File: src/logic/i2cs_pkg.sv
/*
  Shared constants and types for the I2C slave control block.
  Assumes a single 10 MHz system clock and an active-low async reset.
*/
package i2cs_pkg;
  localparam int CLK_PERIOD_NS = 100;
  localparam logic [3:0] BYTE_BITS = 4'h8;
  localparam logic [3:0] LAST_TX_BIT = 4'h7;
  localparam logic [15:0] TMR_RESET = 16'h0000;
  localparam logic [15:0] TMR_MAX = 16'hffff;
  localparam logic [7:0] BYTE_RESET = 8'h00;
  localparam logic [7:0] UNDERRUN_FILL = 8'hff;
  // Reload source code that ties the timer to the SCL-low timeout
  localparam logic TMR_RLD_SRC_SCL = 1'b1;
  localparam logic PIN_MODE_GPIO = 1'b0;
  localparam logic PIN_MODE_I2C = 1'b1;
  localparam logic PRELOAD_DIS_RESET = 1'b1;

  typedef enum logic [2:0] {
    ST_IDLE,
    ST_ADDR,
    ST_ADDR_ACK,
    ST_STRETCH,
    ST_TX,
    ST_TX_ACK,
    ST_RX,
    ST_RX_ACK
  } i2cs_state_t;
endpackage

File: src/logic/i2cs_tmr_if.sv
/*
  Link between the slave controller and its SCL-low timeout timer.
  Assumes both ends run on the same system clock.
*/
`timescale 1ns/1ps
interface i2cs_tmr_if;
  logic sclLow;
  logic timeoutMode;
  logic run;
  logic [15:0] reload;
  logic [15:0] count;
  logic overflow;

  modport ctrl (
    output sclLow,
    output timeoutMode,
    output run,
    output reload,
    input count,
    input overflow
  );

  modport timer (
    input sclLow,
    input timeoutMode,
    input run,
    input reload,
    output count,
    output overflow
  );
endinterface

File: src/logic/i2cs_timeout_timer.sv
/*
  General-purpose 16-bit up counter with auto-reload, doubling as the
  SCL-low timeout timer. Assumes sclLow is already synchronised.
*/
`timescale 1ns/1ps
module i2cs_timeout_timer (
  input wire logic clock,
  input wire logic rst_b,
  i2cs_tmr_if.timer tmr
);
  logic [15:0] count_r;
  logic [15:0] count_nxt;
  logic overflow_r;
  logic overflow_nxt;

  always_comb
  begin
    count_nxt = count_r;
    overflow_nxt = 1'b0;
    if (tmr.timeoutMode && !tmr.sclLow)
    begin
      // Held at reload while the line is high
      count_nxt = tmr.reload;
    end
    else if (tmr.run || tmr.timeoutMode)
    begin
      if (count_r == i2cs_pkg::TMR_MAX)
      begin
        count_nxt = tmr.reload;
        overflow_nxt = 1'b1;
      end
      else
      begin
        count_nxt = count_r + 16'h0001;
      end
    end
  end

  always_ff @(posedge clock or negedge rst_b)
  begin
    if (!rst_b)
    begin
      count_r <= i2cs_pkg::TMR_RESET;
      overflow_r <= 1'b0;
    end
    else
    begin
      count_r <= count_nxt;
      overflow_r <= overflow_nxt;
    end
  end

  assign tmr.count = count_r;
  assign tmr.overflow = overflow_r;
endmodule

File: src/logic/i2cs_slave_ctrl.sv
/*
  I2C slave byte engine with pin-mode mux, busy NACK, transmit preload
  handling and SCL-low timeout. Assumes open-drain pads resolved outside;
  control bits and GPIO drive come from logic on the same clock.
*/
`timescale 1ns/1ps
module i2cs_slave_ctrl (
  input wire logic clock,
  input wire logic rst_b,
  input wire logic pinSclIn,
  input wire logic pinSdaIn,
  output logic pinSclOut,
  output logic pinSclOe,
  output logic pinSdaOut,
  output logic pinSdaOe,
  input wire logic pinFunctionSelect,
  input wire logic slaveEnable,
  input wire logic busy,
  input wire logic preloadDisable,
  input wire logic timeoutEnable,
  input wire logic timerReloadSourceSel,
  input wire logic timerRun,
  input wire logic [15:0] timerReload,
  input wire logic [6:0] slaveAddr,
  input wire logic gpioSclOut,
  input wire logic gpioSclOe,
  input wire logic gpioSdaOut,
  input wire logic gpioSdaOe,
  output logic gpioSclIn,
  output logic gpioSdaIn,
  input wire logic [7:0] slaveTxDataReg,
  input wire logic slaveTxDataWrite,
  output logic txFull,
  output logic txRequest,
  output logic txUnderrun,
  output logic [7:0] rxData,
  output logic rxValid,
  output logic addressed,
  output logic timeoutEvent,
  output logic [15:0] timerCount
);
  i2cs_tmr_if tmrLink();

  i2cs_timeout_timer u_timer (
    .clock(clock),
    .rst_b(rst_b),
    .tmr(tmrLink.timer)
  );

  // Synchronisers; stage one feeds stage two only
  logic sclMeta_r;
  logic sdaMeta_r;
  logic sclS_r;
  logic sdaS_r;
  logic sclP_r;
  logic sdaP_r;

  always_ff @(posedge clock or negedge rst_b)
  begin
    if (!rst_b)
    begin
      sclMeta_r <= 1'b1;
      sdaMeta_r <= 1'b1;
      sclS_r <= 1'b1;
      sdaS_r <= 1'b1;
      sclP_r <= 1'b1;
      sdaP_r <= 1'b1;
    end
    else
    begin
      sclMeta_r <= pinSclIn;
      sdaMeta_r <= pinSdaIn;
      sclS_r <= sclMeta_r;
      sdaS_r <= sdaMeta_r;
      sclP_r <= sclS_r;
      sdaP_r <= sdaS_r;
    end
  end

  logic sclRise;
  logic sclFall;
  logic startSeen;
  logic stopSeen;
  logic engineOn;
  assign sclRise = sclS_r && !sclP_r;
  assign sclFall = !sclS_r && sclP_r;
  assign startSeen = sclS_r && sclP_r && sdaP_r && !sdaS_r;
  assign stopSeen = sclS_r && sclP_r && !sdaP_r && sdaS_r;
  assign engineOn = slaveEnable && (pinFunctionSelect == i2cs_pkg::PIN_MODE_I2C);

  assign tmrLink.sclLow = !sclS_r;
  assign tmrLink.timeoutMode = timeoutEnable && (timerReloadSourceSel == i2cs_pkg::TMR_RLD_SRC_SCL);
  assign tmrLink.run = timerRun;
  assign tmrLink.reload = timerReload;

  i2cs_pkg::i2cs_state_t state_r;
  i2cs_pkg::i2cs_state_t state_nxt;
  logic [3:0] bitCnt_r;
  logic [3:0] bitCnt_nxt;
  logic [7:0] shift_r;
  logic [7:0] shift_nxt;
  logic readOp_r;
  logic readOp_nxt;
  logic masterNack_r;
  logic masterNack_nxt;
  logic sdaDrive_r;
  logic sdaDrive_nxt;
  logic sclHold_r;
  logic sclHold_nxt;
  logic [7:0] txByte_r;
  logic [7:0] txByte_nxt;
  logic txFull_r;
  logic txFull_nxt;
  logic txRequest_r;
  logic txRequest_nxt;
  logic txUnderrun_r;
  logic txUnderrun_nxt;
  logic [7:0] rxData_r;
  logic [7:0] rxData_nxt;
  logic rxValid_r;
  logic rxValid_nxt;
  logic addressed_r;
  logic addressed_nxt;
  logic timeout_r;
  logic pinSclOut_r;
  logic pinSclOe_r;
  logic pinSdaOut_r;
  logic pinSdaOe_r;
  logic txLoad;

  always_comb
  begin
    state_nxt = state_r;
    bitCnt_nxt = bitCnt_r;
    shift_nxt = shift_r;
    readOp_nxt = readOp_r;
    masterNack_nxt = masterNack_r;
    sdaDrive_nxt = sdaDrive_r;
    sclHold_nxt = sclHold_r;
    txUnderrun_nxt = 1'b0;
    rxData_nxt = rxData_r;
    rxValid_nxt = 1'b0;
    addressed_nxt = addressed_r;
    txLoad = 1'b0;
    if (!engineOn || stopSeen)
    begin
      state_nxt = i2cs_pkg::ST_IDLE;
      sdaDrive_nxt = 1'b0;
      sclHold_nxt = 1'b0;
      addressed_nxt = 1'b0;
    end
    else if (startSeen)
    begin
      state_nxt = i2cs_pkg::ST_ADDR;
      bitCnt_nxt = 4'h0;
      sdaDrive_nxt = 1'b0;
      sclHold_nxt = 1'b0;
      addressed_nxt = 1'b0;
    end
    else
    begin
      unique case (state_r)
        i2cs_pkg::ST_IDLE:
        begin
          sdaDrive_nxt = 1'b0;
        end
        i2cs_pkg::ST_ADDR:
        begin
          if (sclRise)
          begin
            shift_nxt = {shift_r[6:0], sdaS_r};
            bitCnt_nxt = bitCnt_r + 4'h1;
          end
          else if (sclFall && bitCnt_r == i2cs_pkg::BYTE_BITS)
          begin
            if (shift_r[7:1] == slaveAddr && !busy)
            begin
              sdaDrive_nxt = 1'b1;
              readOp_nxt = shift_r[0];
              addressed_nxt = 1'b1;
              state_nxt = i2cs_pkg::ST_ADDR_ACK;
              // Byte should be waiting by now when preload is on
              txUnderrun_nxt = shift_r[0] && !preloadDisable && !txFull_r;
            end
            else
            begin
              state_nxt = i2cs_pkg::ST_IDLE;
            end
          end
        end
        i2cs_pkg::ST_ADDR_ACK,
        i2cs_pkg::ST_TX_ACK:
        begin
          if (sclRise)
          begin
            masterNack_nxt = (state_r == i2cs_pkg::ST_TX_ACK) && sdaS_r;
          end
          else if (sclFall)
          begin
            sdaDrive_nxt = 1'b0;
            bitCnt_nxt = 4'h0;
            if (busy && state_r == i2cs_pkg::ST_ADDR_ACK && !readOp_r)
            begin
              state_nxt = i2cs_pkg::ST_RX;
            end
            else if (!readOp_r)
            begin
              state_nxt = i2cs_pkg::ST_RX;
            end
            else if (masterNack_r)
            begin
              state_nxt = i2cs_pkg::ST_IDLE;
            end
            else if (txFull_r)
            begin
              txLoad = 1'b1;
              shift_nxt = txByte_r;
              sdaDrive_nxt = !txByte_r[7];
              state_nxt = i2cs_pkg::ST_TX;
            end
            else if (preloadDisable)
            begin
              // Clock stretch gives firmware time to supply the byte
              sclHold_nxt = 1'b1;
              state_nxt = i2cs_pkg::ST_STRETCH;
            end
            else
            begin
              shift_nxt = i2cs_pkg::UNDERRUN_FILL;
              sdaDrive_nxt = 1'b0;
              state_nxt = i2cs_pkg::ST_TX;
            end
          end
        end
        i2cs_pkg::ST_STRETCH:
        begin
          if (txFull_r)
          begin
            txLoad = 1'b1;
            shift_nxt = txByte_r;
            sdaDrive_nxt = !txByte_r[7];
            // SCL held one more cycle so SDA settles before the master sees a rise
            state_nxt = i2cs_pkg::ST_TX;
          end
        end
        i2cs_pkg::ST_TX:
        begin
          sclHold_nxt = 1'b0;
          if (sclFall)
          begin
            if (bitCnt_r == i2cs_pkg::LAST_TX_BIT)
            begin
              sdaDrive_nxt = 1'b0;
              state_nxt = i2cs_pkg::ST_TX_ACK;
            end
            else
            begin
              bitCnt_nxt = bitCnt_r + 4'h1;
              shift_nxt = {shift_r[6:0], 1'b1};
              sdaDrive_nxt = !shift_r[6];
            end
          end
        end
        i2cs_pkg::ST_RX:
        begin
          if (sclRise)
          begin
            shift_nxt = {shift_r[6:0], sdaS_r};
            bitCnt_nxt = bitCnt_r + 4'h1;
          end
          else if (sclFall && bitCnt_r == i2cs_pkg::BYTE_BITS)
          begin
            if (!busy)
            begin
              rxData_nxt = shift_r;
              rxValid_nxt = 1'b1;
            end
            sdaDrive_nxt = !busy;
            state_nxt = i2cs_pkg::ST_RX_ACK;
          end
        end
        i2cs_pkg::ST_RX_ACK:
        begin
          if (sclFall)
          begin
            sdaDrive_nxt = 1'b0;
            bitCnt_nxt = 4'h0;
            state_nxt = i2cs_pkg::ST_RX;
          end
        end
      endcase
    end
  end

  always_comb
  begin
    // A write in the load cycle keeps the new byte
    txByte_nxt = slaveTxDataWrite ? slaveTxDataReg : txByte_r;
    txFull_nxt = slaveTxDataWrite || (txFull_r && !txLoad);
    txRequest_nxt = (state_nxt == i2cs_pkg::ST_STRETCH) && !txFull_nxt;
  end

  always_ff @(posedge clock or negedge rst_b)
  begin
    if (!rst_b)
    begin
      state_r <= i2cs_pkg::ST_IDLE;
      bitCnt_r <= 4'h0;
      shift_r <= i2cs_pkg::BYTE_RESET;
      readOp_r <= 1'b0;
      masterNack_r <= 1'b0;
      sdaDrive_r <= 1'b0;
      sclHold_r <= 1'b0;
      txByte_r <= i2cs_pkg::BYTE_RESET;
      txFull_r <= 1'b0;
      txRequest_r <= 1'b0;
      txUnderrun_r <= 1'b0;
      rxData_r <= i2cs_pkg::BYTE_RESET;
      rxValid_r <= 1'b0;
      addressed_r <= 1'b0;
      timeout_r <= 1'b0;
      pinSclOut_r <= 1'b0;
      pinSclOe_r <= 1'b0;
      pinSdaOut_r <= 1'b0;
      pinSdaOe_r <= 1'b0;
    end
    else
    begin
      state_r <= state_nxt;
      bitCnt_r <= bitCnt_nxt;
      shift_r <= shift_nxt;
      readOp_r <= readOp_nxt;
      masterNack_r <= masterNack_nxt;
      sdaDrive_r <= sdaDrive_nxt;
      sclHold_r <= sclHold_nxt;
      txByte_r <= txByte_nxt;
      txFull_r <= txFull_nxt;
      txRequest_r <= txRequest_nxt;
      txUnderrun_r <= txUnderrun_nxt;
      rxData_r <= rxData_nxt;
      rxValid_r <= rxValid_nxt;
      addressed_r <= addressed_nxt;
      timeout_r <= tmrLink.overflow && tmrLink.timeoutMode;
      if (pinFunctionSelect == i2cs_pkg::PIN_MODE_GPIO)
      begin
        pinSclOut_r <= gpioSclOut;
        pinSclOe_r <= gpioSclOe;
        pinSdaOut_r <= gpioSdaOut;
        pinSdaOe_r <= gpioSdaOe;
      end
      else
      begin
        // Open drain: only ever pull low
        pinSclOut_r <= 1'b0;
        pinSclOe_r <= sclHold_nxt;
        pinSdaOut_r <= 1'b0;
        pinSdaOe_r <= sdaDrive_nxt;
      end
    end
  end

  assign pinSclOut = pinSclOut_r;
  assign pinSclOe = pinSclOe_r;
  assign pinSdaOut = pinSdaOut_r;
  assign pinSdaOe = pinSdaOe_r;
  assign gpioSclIn = sclS_r;
  assign gpioSdaIn = sdaS_r;
  assign txFull = txFull_r;
  assign txRequest = txRequest_r;
  assign txUnderrun = txUnderrun_r;
  assign rxData = rxData_r;
  assign rxValid = rxValid_r;
  assign addressed = addressed_r;
  assign timeoutEvent = timeout_r;
  assign timerCount = tmrLink.count;
endmodule

File: config.mk
export PLATFORM = sky130hd
export DESIGN_NAME = i2cs_slave_ctrl
export DESIGN_NICKNAME = d
export VERILOG_FILES = /design/src/logic/i2cs_pkg.sv /design/src/logic/i2cs_tmr_if.sv /design/src/logic/i2cs_timeout_timer.sv /design/src/logic/i2cs_slave_ctrl.sv
export SDC_FILE = /design/constraint.sdc
export NUM_CORES = 1
export LEC_CHECK = 0
export BUFFER_PORTS_ARGS = -buffer_cell sky130_fd_sc_hd__buf_2
export CAP_MARGIN = 20
export CORE_AREA = 2 2 87 89
export DETAILED_ROUTE_END_ITERATION = 8
export DIE_AREA = 0 0 89 91
export GPL_TIMING_DRIVEN = 0
export PLACE_DENSITY = 0.86
export RECOVER_POWER = 25
export SLEW_MARGIN = 0
export SYNTH_ARGS = -nofsm -noshare
export SYNTH_HDL_FRONTEND = slang
export SYNTH_SLANG_ARGS = --single-unit
File: constraint.sdc
create_clock -name clock -period 2.2 [get_ports clock]
set_clock_uncertainty 0.05 [all_clocks]
set_input_delay 0.11 -clock clock [delete_from_list [all_inputs] [get_ports clock]]
set_output_delay 0.11 -clock clock [all_outputs]
set_load 0.02 [all_outputs]
Yosys cells after proc, flatten, opt, wreduce, memory -nomap -nowiden
Cells that the tools add are included.
{"block": "word_totals", "word_cells": 214, "in_bits": 47, "regBits": 68, "output_inout_bits": 36}
{"block": "op_classes", "n_bitwise": 4, "n_eq_ne": 27, "reduce_logical": 51, "n_addsub": 2, "muxes": 103}
{"operator": "8-bit two-way mux", "count": 11}
{"operator": "1-bit two-way mux", "count": 59}
{"operator": "3-bit two-way mux", "count": 17}
{"operator": "16-bit two-way mux", "count": 3}
{"operator": "8-bit one-hot mux with 4 select lines", "count": 1}
{"operator": "4-bit two-way mux", "count": 6}
{"operator": "1-bit logical AND", "count": 20}
{"operator": "3-bit one-hot mux with 6 select lines", "count": 1}
{"operator": "6-bit AND reduction", "count": 3}
{"operator": "16-bit by 1-bit adder with 16-bit output, second input constant", "count": 1}
{"operator": "16-bit equality test, second input constant", "count": 1}
{"operator": "2-bit != test, second input constant", "count": 8}
{"operator": "4-bit one-hot mux with 4 select lines", "count": 1}
{"operator": "1-bit logical NOT", "count": 13}
{"operator": "13-bit AND reduction", "count": 1}
{"operator": "3-bit equality test, second input constant", "count": 4}
{"operator": "3-bit != test, second input constant", "count": 4}
{"operator": "3-bit by 2-bit equality test with 1-bit output, second input constant", "count": 3}
{"operator": "3-bit nonzero test", "count": 3}
{"operator": "4-bit AND reduction", "count": 2}
{"operator": "7-bit equality test", "count": 1}
{"operator": "1-bit one-hot mux with 7 select lines", "count": 1}
{"operator": "3-bit by 1-bit != test with 1-bit output, second input constant", "count": 2}
{"operator": "5-bit nonzero test", "count": 1}
{"operator": "13 further kinds", "count": 20}

Longest topological paths before layout
Gate-level depths: netlist of the first run.
{"block": "logic_depth", "depth_word": 14, "mapped_depth": 7, "ltp_nobuf": 7}

Hierarchy
Synthesis of the first run repeated with hierarchy kept, for this count alone.
{"block": "unflattened", "cells_unflattened": 397, "hier_area_um2": 3838.7}
{"module": "i2cs_slave_ctrl", "cells_each": 269, "instances": 1, "seq_area_each_um2": 1283.7, "area_each_um2": 2760.1}
{"module": "i2cs_timeout_timer", "cells_each": 128, "instances": 1, "seq_area_each_um2": 425.4, "area_each_um2": 1078.5}

Least setup slack after synthesis of the first run
No wires, ideal clock.
{"block": "synth_timing", "kind": "register to register", "from": "reg u_timer.count_r[0], in the netlist u_timer.tmr.count[0]", "to": "reg u_timer.count_r[10], in the netlist u_timer.tmr.count[10]", "path_stages_with_launch": 8, "t_arrival_ns": 1.915, "setup_time_ns": 0.099, "path_slack_ns": 0.135, "period_less_slack_ns": 2.065, "path_buffers": 1, "required_ns": 2.051, "path_cell_list": "dfrtp_1 > ha_1 > and3_1 > and4_1 > a31oi_2 > buf_2 > nor3_1 > a311oi_1"}
{"block": "synth_via", "elab_chain_cells": 4, "word_cells_on_any_way": 5, "cone_classes": "add/sub (1); eq/ne (1); mux (3)"}
{"element": "start: declaration", "line_no": "i2cs_timeout_timer.sv:11", "source": "logic [15:0] count_r;"}
{"element": "start signal: assignment", "line_no": "i2cs_timeout_timer.sv:43", "source": "count_r <= i2cs_pkg::TMR_RESET;"}
{"element": "start signal: assignment", "line_no": "i2cs_timeout_timer.sv:48", "source": "count_r <= count_nxt;"}
{"element": "16-bit by 1-bit adder with 16-bit output or 16-bit equality test (tied branches)", "line_no": "i2cs_timeout_timer.sv:34, i2cs_timeout_timer.sv:27"}
{"element": "16-bit two-way mux *", "line_no": "i2cs_timeout_timer.sv:27", "source": "if (count_r == i2cs_pkg::TMR_MAX)"}
{"element": "16-bit two-way mux *", "line_no": "i2cs_timeout_timer.sv:25", "source": "else if (tmr.run || tmr.timeoutMode)"}
{"element": "16-bit two-way mux *", "line_no": "i2cs_timeout_timer.sv:20", "source": "if (tmr.timeoutMode && !tmr.sclLow)"}
Mark *: on every way between the ends. The rest lies on a longest branch, timed or not. The select of a mux whose other input is x is not followed.
A chain may end at the register's enable or synchronous reset.

Worst setup path after layout of the first run
{"block": "layout_timing", "from": "reg sclS_r, in the netlist gpioSclIn", "to": "reg bitCnt_r[0]"}
{"block": "layout_via", "elab_chain_cells": 6, "word_cells_on_any_way": 20, "cone_classes": "eq/ne (4); mux (4); bitwise (1); reduce/logical (11)"}
{"element": "start: declaration", "line_no": "i2cs_slave_ctrl.sv:53", "source": "logic sclS_r;"}
{"element": "start signal: assignment", "line_no": "i2cs_slave_ctrl.sv:73", "source": "sclS_r <= sclMeta_r;"}
{"element": "1-bit logical NOT or 1-bit logical AND (tied branches)"}
{"element": "1-bit logical AND, on equally long branches", "line_no": "i2cs_slave_ctrl.sv:86, i2cs_slave_ctrl.sv:88"}
{"element": "4-bit two-way mux or 1-bit logical AND (tied branches)"}
{"element": "4-bit two-way mux or 1-bit logical OR (tied branches)"}
{"element": "4-bit one-hot mux with 4 select lines or 1-bit inverter (tied branches)"}
{"element": "4-bit two-way mux or 6-bit AND reduction (tied branches)"}
{"element": "end signal: assignment", "line_no": "i2cs_slave_ctrl.sv:330", "source": "bitCnt_r <= bitCnt_nxt;"}
{"element": "end: declaration", "line_no": "i2cs_slave_ctrl.sv:98", "source": "logic [3:0] bitCnt_r;"}
Parallel ways exist; a longest one is shown, timed or not. The select of a mux whose other input is x is not followed.

==> metrics, run 1 <==
status=completed; post-layout net count=567; ys flop type=dfrtp_1; Syn Nets=446; CP required=2.38 ns; # port buffers=81; placed cell areas=4375 um^2; Ys Warns=0; drt pass-1 iters=4; Routability Congestion=0.9570; cell with the most instances after synthesis=dfrtp_1; Worst setup SP type=flip-flop; Final Setup Violations=0; initial core utilization=53.86%; R2R setup slack=0.07 ns; dpl cells=576; Clock Latency Late Sink=0.36 ns; crit share post-route=97.04%; synthesized flop and latch total=68; Final Hold Viols=0; largest net degree at the start of global routing=69; WS Path Type=flip-flop to flip-flop; clock sink count=68; largest cells by area after synthesis=dfrtp_1 40%, mux2_2 7.3%, nand2_1 5.3%, dfstp_2 4.1%, nand3_1 3.1%; crit end category=flip-flop; Die Ht=91 um; FMAX=468.4 MHz; WHS Path Cells=3; H-tree Lvls=3; Area growth syn-to-layout=28.29%; maximum clock path buffer count=2; DRC=0; die width=89 um; initial DRC count=283; Post-Route WL=10.72 mm; Least-Margin Pin Slew=0.8730 ns; row count=31; Overflow after GRT=0; synthesized area per cell=9.706 um^2; core area=7137 um^2; clk slew on worst S/H paths=0.08 ns; Netlist cell types=73; Root Buffer=clkbuf_8; Worst R2R End=bitCnt_r[0]; worst path arrival time=2.32 ns; first-pass GRT wire length=17.68 mm; global-route usage over all layers=27.97%; CTS buffer count=9; Design Power=3.281 mW; largest area contributor in the netlist=dfrtp_1; CP max FO=7; reg2reg path depth=5; Vias/cell=6.035; Lkg Pwr=2.155 nW; Hold Path Sink=u_timer.tmr.count[13]; max-cap viol count=0; Setup TNS Final=0 ns; synthesized cell area=3844 um^2; max_slew headroom=41.80%; Layout Cells excl Fill=621; Tmin final=2.135 ns; initial antenna violation count=0; register area share after synthesis=44.47%; worst min path class=input pin to flip-flop; DIE AREA=8099 um^2; Commonest cells post-synth=62 x dfrtp_1, 54 x nand2_1, 25 x mux2_2; ANT nets after route=0; Peak VDD IR=0.0006086 V; antenna diode count=0; share of layout cells above drive strength 1=27.20%; Layout Utilization=69.09%; worst r2r src=gpioSclIn; Avg WL per Cell=17.27 um; hold wc startpoint=timerReload[13]; Slew Viols, Final=0; post-synth top area share=40.36%; vias in the first global route=3646; cell count after synthesis=396; TritonCTS clock tree=done; post-route cell area=4931 um^2; dpl hpwl=7.306 mm; I/O Pins=83; asr flop ratio synth=100.0%; EDFF count, synth=0; pwr dens=665.4 nW/um^2; Filler cells=573; vias post-DR=3748
power breakdown:
| part | internal (mW) | switching [mW] |
|---|---|---|
| registers | 1.37 | 0.164 |
| clock network | 0.566 | 0.506 |
| logic | 0.281 | 0.396 |
| total | 2.21 | 1.07 |
critical path: stages, from the launching register on:
cell and delay (ns):
dfstp_2 0.57, or4b_1 0.46, a21boi_1 0.30, nor4_1 0.13, or2_1 0.23, mux2_2 0.29
metal layers:
layer  wire [um]  track usage, %
met5           0               0
met4         385           12.94
met3         865           6.364
met2        5159           42.79
met1        4313           37.52
flip-flops by register name, indices dropped and copies added (netlist names), 3 cells and up:
register           cells
bitCnt_r               4
state_r                3
shift_r                8
rxData                 8
txByte_r               8
u_timer.tmr.count     16
stage by stage:
step                hold slack [ns]  setup WS, ns
CTS                         0.03061       0.03202
finish                      0.03592       0.06519
floorplan                   -0.2356        0.1351
detailed placement           0.1669       -0.1383
global placement             0.1692       -0.1002
global route                0.06099      -0.02048
cells in the final DEF (no fill, tap or decap), types with 7 or more instances in the layout:
cell type / synthesis / layout
buf_2: 7 / 64
dfrtp_1: 62 / 61
nand2_1: 54 / 54
dlygate4sd3_1: 0 / 27
clkbuf_1: 6 / 25
mux2_2: 25 / 25
nand3_1: 24 / 24
o21ai_0: 18 / 16
nor2_1: 16 / 16
nor3_1: 14 / 13
nor2b_1: 11 / 10
clkbuf_8: 0 / 10
inv_1: 9 / 9
nand4_1: 9 / 9
a21oi_1: 10 / 9
a31oi_1: 7 / 7
kinds of logic (layout without fill, tap and decap cells):
family          after synthesis  after routing  synth area share [%]
simple gates                185            185                 27.21
flops                        68             68                 44.47
mux                          30             30                 8.659
fa+ha+maj                     3              3                0.9767
xor+xnor                      8              8                 1.823
buf+inv                      25            151                 2.799
compound gates               77             77                 14.06
worst max-delay path by stage:
stage / start / end / depth (start not counted) / slack (ns)
2_1_floorplan: u_timer.tmr.count[0] / u_timer.tmr.count[10] / 7 / 0.14
3_3_place_gp: gpioSdaIn / shift_r[3] / 5 / -0.10
3_5_place_dp: gpioSdaIn / shift_r[2] / 5 / -0.14
4_1_cts: sclP_r / shift_r[5] / 7 / 0.03
5_1_grt: bitCnt_r[0] / txRequest / 7 / -0.02
6_report: gpioSclIn / bitCnt_r[0] / 5 / 0.07
cell type report:
class | instances | area, um^2 | area share [%]
Clock buffer | 10 | 137.6 | 2.791
Tap cell | 99 | 123.9 | 2.512
Sequential cell | 68 | 1710 | 34.69
Inverter | 9 | 33.78 | 0.6851
Clock inverter | 6 | 70.07 | 1.421
Multi-Input combinational cell | 303 | 2088 | 42.35
Buffer | 16 | 86.33 | 1.751
Timing Repair Buffer | 110 | 680.7 | 13.80
timing repair:
action	in CTS	in global routing
pin swaps	1	1
hold buffers	27	0
buffers inserted	1	1
resized for setup	7	14
gates cloned	0	0
setup endpoints to repair	21	27
endpoints found under the hold margin	86	0
(Power assumes the default switching activity.)
==> run 2, diff against run 1 <==
--- a/config.mk
+++ b/config.mk
@@ -7,12 +7,15 @@
 export LEC_CHECK = 0
 export BUFFER_PORTS_ARGS = -buffer_cell sky130_fd_sc_hd__buf_2
 export CAP_MARGIN = 20
-export CORE_AREA = 2 2 87 89
+export CELL_PAD_IN_SITES_DETAIL_PLACEMENT = 1
+export CELL_PAD_IN_SITES_GLOBAL_PLACEMENT = 1
+export CORE_AREA = 2 2 99 101
 export DETAILED_ROUTE_END_ITERATION = 8
-export DIE_AREA = 0 0 89 91
+export DIE_AREA = 0 0 101 103
 export GPL_TIMING_DRIVEN = 0
 export PLACE_DENSITY = 0.86
 export RECOVER_POWER = 25
+export SETUP_SLACK_MARGIN = 0.3
 export SLEW_MARGIN = 0
 export SYNTH_ARGS = -nofsm -noshare
 export SYNTH_HDL_FRONTEND = slang
==> run 2 against run 1 <==
Effect of this change:
- the run now ends with setup timing left
- non-clock buffer count rose by 40
- hold slack lost 0.027 ns
- power rose by 15%
- critical path depth is 2 higher
- register-to-register slack worse by 0.07 ns
- die area is 28% higher
- cell area rose by 17%
- largest cell class unchanged
==> metrics, run 2 (synthesis results as in run 1) <==
Root Buffer=clkbuf_8; Lkg Pwr=2.508 nW (+16%); dpl cells=591 (+2.6%); dpl ws=-0.07573 ns (+0.06260 ns); H-tree Lvls=3 (unchanged); drt pass-1 iters=4 (unchanged); R2R setup slack=-0.009 ns (-0.07 ns); core area=9459 um^2 (+33%); share of layout cells above drive strength 1=41.56% (+14 points); Final Setup Violations=1 (+1); Overflow after GRT=0 (unchanged); antenna diode count=0 (unchanged); clock sink count=68 (unchanged); CTS buffer count=9 (unchanged); commonest cells after routing, fill and taps aside=59 x buf_2, 57 x dfrtp_1, 50 x nand2_1; hold_ws=0.009279 ns (-0.02664 ns); CP max FO=3 (-4); WS Path Type=flip-flop to flip-flop; post-layout net count=608 (+7.2%); max reg flops=16 (unchanged); worst r2r src=bitCnt_r[1]; reg2reg path depth=7 (+2); Least-Margin Pin Slew=0.8754 ns (+0.002373 ns); crit share post-route=100.4% (+3.4 points); worst min path class=input pin to flip-flop; ANT nets after route=0 (unchanged); Avg WL per Cell=25.19 um (+46%); Setup TNS Final=-0.008700 ns (-0.008700 ns); Post-Route WL=17.06 mm (+59%); DIE AREA=10400 um^2 (+28%); Area growth syn-to-layout=50.03%; initial antenna violation count=0 (unchanged); Worst setup SP type=flip-flop; DRC=0 (unchanged); Die Ht=103 um (+13%); TritonCTS clock tree=done; Layout Cells excl Fill=677 (+9.0%); crit end category=flip-flop; hold wc startpoint=timeoutEnable; Peak VDD IR=0.0004722 V (-22%); Hold Path Sink=timeoutEvent; max-cap viol count=0 (unchanged); maximum clock path buffer count=2 (unchanged); max_slew headroom=41.64% (-0.16 points); Tmin final=2.209 ns (+0.07389 ns); dpl hpwl=8.357 mm (+14%); Vias/cell=6.321 (+4.7%); RSZ-0062 raised after global routing=true; Final Hold Viols=0 (unchanged); status=finished, violations left; clk slew on worst S/H paths=0.09 ns (about the same); post-route cell area=5767 um^2 (+17%); Routability Congestion=0.9269 (-3.1%); worst path arrival time=2.45 ns (+0.13 ns); Setup WS post-layout=-0.008700 ns (-0.07389 ns); initial DRC count=224 (-21%); largest net degree at the start of global routing=69 (unchanged); first-pass GRT wire length=23.16 mm (+31%); vias in the first global route=4370 (+20%); Clock Latency Late Sink=0.38 ns (+0.02 ns); CP required=2.44 ns (+0.06 ns); FMAX=452.8 MHz (-3.3%); global-route usage over all layers=29.29% (+1.3 points); initial core utilization=40.63% (-13 points); row count=36 (+16%); # port buffers=81 (unchanged); failing checks=setup timing; Worst R2R End=txRequest; WHS Path Cells=2 (-1); Slew Viols, Final=0 (unchanged); die width=101 um (+13%); placed cell areas=4437 um^2 (+1.4%); vias post-DR=4279 (+14%); I/O Pins=83 (unchanged); pwr dens=656.2 nW/um^2 (-1.4%); most common library cell in the layout ignoring fill and taps=buf_2
==> run 2: changes by cell type in the layout (fill, tap and decap cells not counted), sizes merged <==
cell,change
buf,+42
bufinv,+2
clkbuf,-2
clkinvlp,+1
dlygate4sd3,-1
inv,-2
nor2,+1
==> run 2: how the worst max path moves through the flow <==
stage / startpoint / end / slack [ns]
after floorplan: gpioSdaIn / shift_r[0] / 0.24
after global placement: sclP_r / shift_r[3] / -0.05
after detailed placement: sclP_r / shift_r[4] / -0.08
after CTS: sclP_r / shift_r[4] / 0.20
after global routing: bitCnt_r[1] / txRequest / -0.07
final: bitCnt_r[1] / txRequest / -0.009
==> run 2: area by class of cell <==
cell class	count	area (um^2)
plain buffers	16	118.9
clock buffers	9	123.9
clock inverters	7	123.9
fillers	1055	3692
inverters	9	33.78
multi-input cells	304	2490
flip-flops and latches	68	1715
well taps	114	142.6
repair buffers	150	1018
==> run 2: critical path, cell delays in order, from the launching register on <==
cell and delay (ns):
dfrtp_1 0.41, inv_2 0.09, ha_4 0.13, nand3b_1 0.17, or3_4 0.47, nor4b_4 0.34
o21a_1 0.22, nor4b_4 0.22
==> run 2: layer usage <==
metal | part of all wire (%) | track usage [%] | wire length (um) | vias to the layer above
met1 | 37 | 34.20 | 6313 | 2158
met2 | 51 | 51.13 | 8747 | 250
li1 | - | - | - | 1797
met4 | 5.0 | 14.35 | 861 | 0
met5 | 0 | 0 | 0 | -
met3 | 6.7 | 6.508 | 1135 | 74
==> run 2: where the power goes <==
group          switching, mW  internal (mW)  total [mW]
registers              0.183           1.37        1.56
clock network          0.580          0.761        1.34
logic                  0.502          0.386       0.888
total                   1.27           2.52        3.78
==> run 2: through the flow <==
step	utilization, %	power (mW)
finish	60.97	3.784
global route	60.97	3.910
CTS	57.26	3.600
detailed placement	46.90	2.191
global placement	46.88	2.155
floorplan	-	1.907
==> run 2: repair_timing <==
action	CTS	global route
hold buffers	26	0
gates resized for setup	59	63
gates cloned	2	0
endpoints found under the hold margin	86	0
pin swaps	17	31
buffers inserted	25	17
endpoints found under the setup margin	40	42
==> run 3, diff against run 2 <==
--- a/config.mk
+++ b/config.mk
@@ -15,6 +15,7 @@
 export GPL_TIMING_DRIVEN = 0
 export PLACE_DENSITY = 0.86
 export RECOVER_POWER = 25
+export REMOVE_ABC_BUFFERS = 1
 export SETUP_SLACK_MARGIN = 0.3
 export SLEW_MARGIN = 0
 export SYNTH_ARGS = -nofsm -noshare
==> run 3 against run 2 <==
Effect of this change:
- the flow now finishes without violations
- maximum frequency increased by 0.85%
- core utilization decreased by 2.1 points
- register-to-register slack improved by 0.02 ns
- via count decreased by 4.9%
- combinational power decreased by 11%
- power decreased by 8.8%
- cell count decreased by 2.2%
- non-clock buffer count decreased by 15
- highest routed layer unchanged
==> metrics, run 3 (synthesis results as in run 1) <==
status=completed; maximum clock path buffer count=2 (unchanged); Post-Route WL=16.38 mm (-4.0%); Peak VDD IR=0.0004242 V (-10%); Final Hold Viols=0 (unchanged); initial antenna violation count=0 (unchanged); Vias/cell=6.145 (-2.8%); commonest cells after routing, fill and taps aside=62 x buf_2, 58 x dfrtp_1, 50 x nand2_1; largest net degree at the start of global routing=69 (unchanged); hold_ws=0.03096 ns (+0.02168 ns); dpl hpwl=7.781 mm (-6.9%); Root Buffer=clkbuf_8; clk slew on worst S/H paths=0.08 ns (about the same); ANT nets after route=0 (unchanged); die width=101 um (unchanged); core area=9459 um^2 (unchanged); WS Path Type=flip-flop to flip-flop; DRC=0 (unchanged); slowest stage delay, CP=0.43 ns (-0.04 ns); worst path arrival time=2.39 ns (-0.06 ns); R2R setup slack=0.01 ns (+0.02 ns); Area growth syn-to-layout=44.95%; max_slew headroom=39.90% (-1.7 points); DIE AREA=10400 um^2 (unchanged); CP required=2.40 ns (-0.04 ns); vias post-DR=4068 (-4.9%); FMAX=456.6 MHz (+0.85%); Clock Latency Late Sink=0.38 ns (about the same); antenna diode count=0 (unchanged); Slowest-stage cell, CP=dfrtp_1; Tmin final=2.190 ns (-0.01871 ns); placed cell areas=4333 um^2 (-2.3%); initial DRC count=180 (-20%); RSZ-0062 raised after global routing=true; Worst setup SP type=flip-flop; Avg WL per Cell=24.74 um (-1.8%); post-layout net count=593 (-2.5%); worst min path class=input pin to flip-flop; crit-path leading delay family=simple AND/OR/NAND/NOR gates; crit share post-route=99.54% (-0.85 points); Setup TNS Final=0 ns (+0.008700 ns); crit end category=flip-flop; Slew Viols, Final=0 (unchanged); Die Ht=103 um (unchanged); post-route cell area=5572 um^2 (-3.4%); vias in the first global route=4187 (-4.2%); CP max FO=9 (+6); clock sink count=68 (unchanged); I/O Pins=83 (unchanged); H-tree Lvls=3 (unchanged); Least-Margin Pin Slew=0.9015 ns (+0.02614 ns); row count=36 (unchanged); # port buffers=82 (+1.2%); CTS buffer count=9 (unchanged); share of layout cells above drive strength 1=40.69% (-0.87 points); most common library cell in the layout ignoring fill and taps=buf_2; global-route usage over all layers=28.03% (-1.3 points); max-cap viol count=0 (unchanged); Final Setup Violations=0 (-1); initial core utilization=40.63% (unchanged); Routability Congestion=0.8903 (-3.9%); WP buf/inv=3 (+2); drt pass-1 iters=5 (+1); crit-path cells=inv_1 > ha_2 > nand3b_1 > buf_4 > nor3_4 > nand2_2 > nor2_4 > buf_12 > mux2_2; TritonCTS clock tree=done; Lkg Pwr=2.411 nW (-3.9%); Overflow after GRT=0 (unchanged); first-pass GRT wire length=22.20 mm (-4.2%); max reg flops=16 (unchanged); pwr dens=619.3 nW/um^2 (-5.6%)
[run 3: area by class of cell]
type | instances | area (um^2)
Inverter | 9 | 33.78
Fill cell | 1062 | 3887
Tap cell | 114 | 142.6
Timing Repair Buffer | 151 | 1044
Sequential cell | 68 | 1719
Clock buffer | 9 | 123.9
Multi-Input combinational cell | 304 | 2434
Clock inverter | 7 | 75.07
[run 3: worst paths after layout]
kind                                   endpoint            startpoint  cells after the start
setup / recovery                      rxData[0]           bitCnt_r[1]                      9
hold / removal                     timeoutEvent  timerReloadSourceSel                      2
setup reg to reg                      rxData[0]           bitCnt_r[1]                      9
hold reg to reg                       gpioSclIn             sclMeta_r                      0
max in group asynchronous  u_timer.tmr.count[7]                 rst_b                      2
min in group asynchronous              pinSdaOe                 rst_b                      2
[run 3: metal layers]
layer | routed length, um | vias up | share of wire, % | track usage [%]
met3 | 857 | 80 | 5.2 | 4.678
li1 | - | 1755 | - | -
met4 | 930 | 0 | 5.7 | 12.27
met1 | 6146 | 2027 | 38 | 32.25
met2 | 8445 | 206 | 52 | 51.38
met5 | 0 | - | 0 | 0
[run 3: where the power goes]
group / leakage [nW] / switching [mW] / internal [mW]
Clock: 0.104 / 0.581 / 0.530
Combinational: 1.46 / 0.445 / 0.341
Sequential: 0.844 / 0.185 / 1.37
[run 3: what timing repair did]
action / 4_1_cts / 5_1_grt
gates resized for setup: 47 / 67
endpoints found under the setup margin: 42 / 43
setup buffers: 30 / 12
endpoints found under the hold margin: 86 / 0
hold buffers: 26 / 0
gates cloned: 1 / 0
pin swaps: 15 / 27
[run 3: stage by stage]
stage / std cells / total power, mW / setup WS, ns / utilization [%]
2_1_floorplan: 380 / 1.880 / -0.01464 / -
3_3_place_gp: 576 / 2.124 / -0.2542 / 45.70
3_5_place_dp: 577 / 2.164 / -0.2892 / 45.81
4_1_cts: 650 / 3.353 / 0.1860 / 55.33
5_1_grt: 662 / 3.583 / -0.05256 / 58.90
6_report: 662 / 3.450 / 0.01001 / 58.90
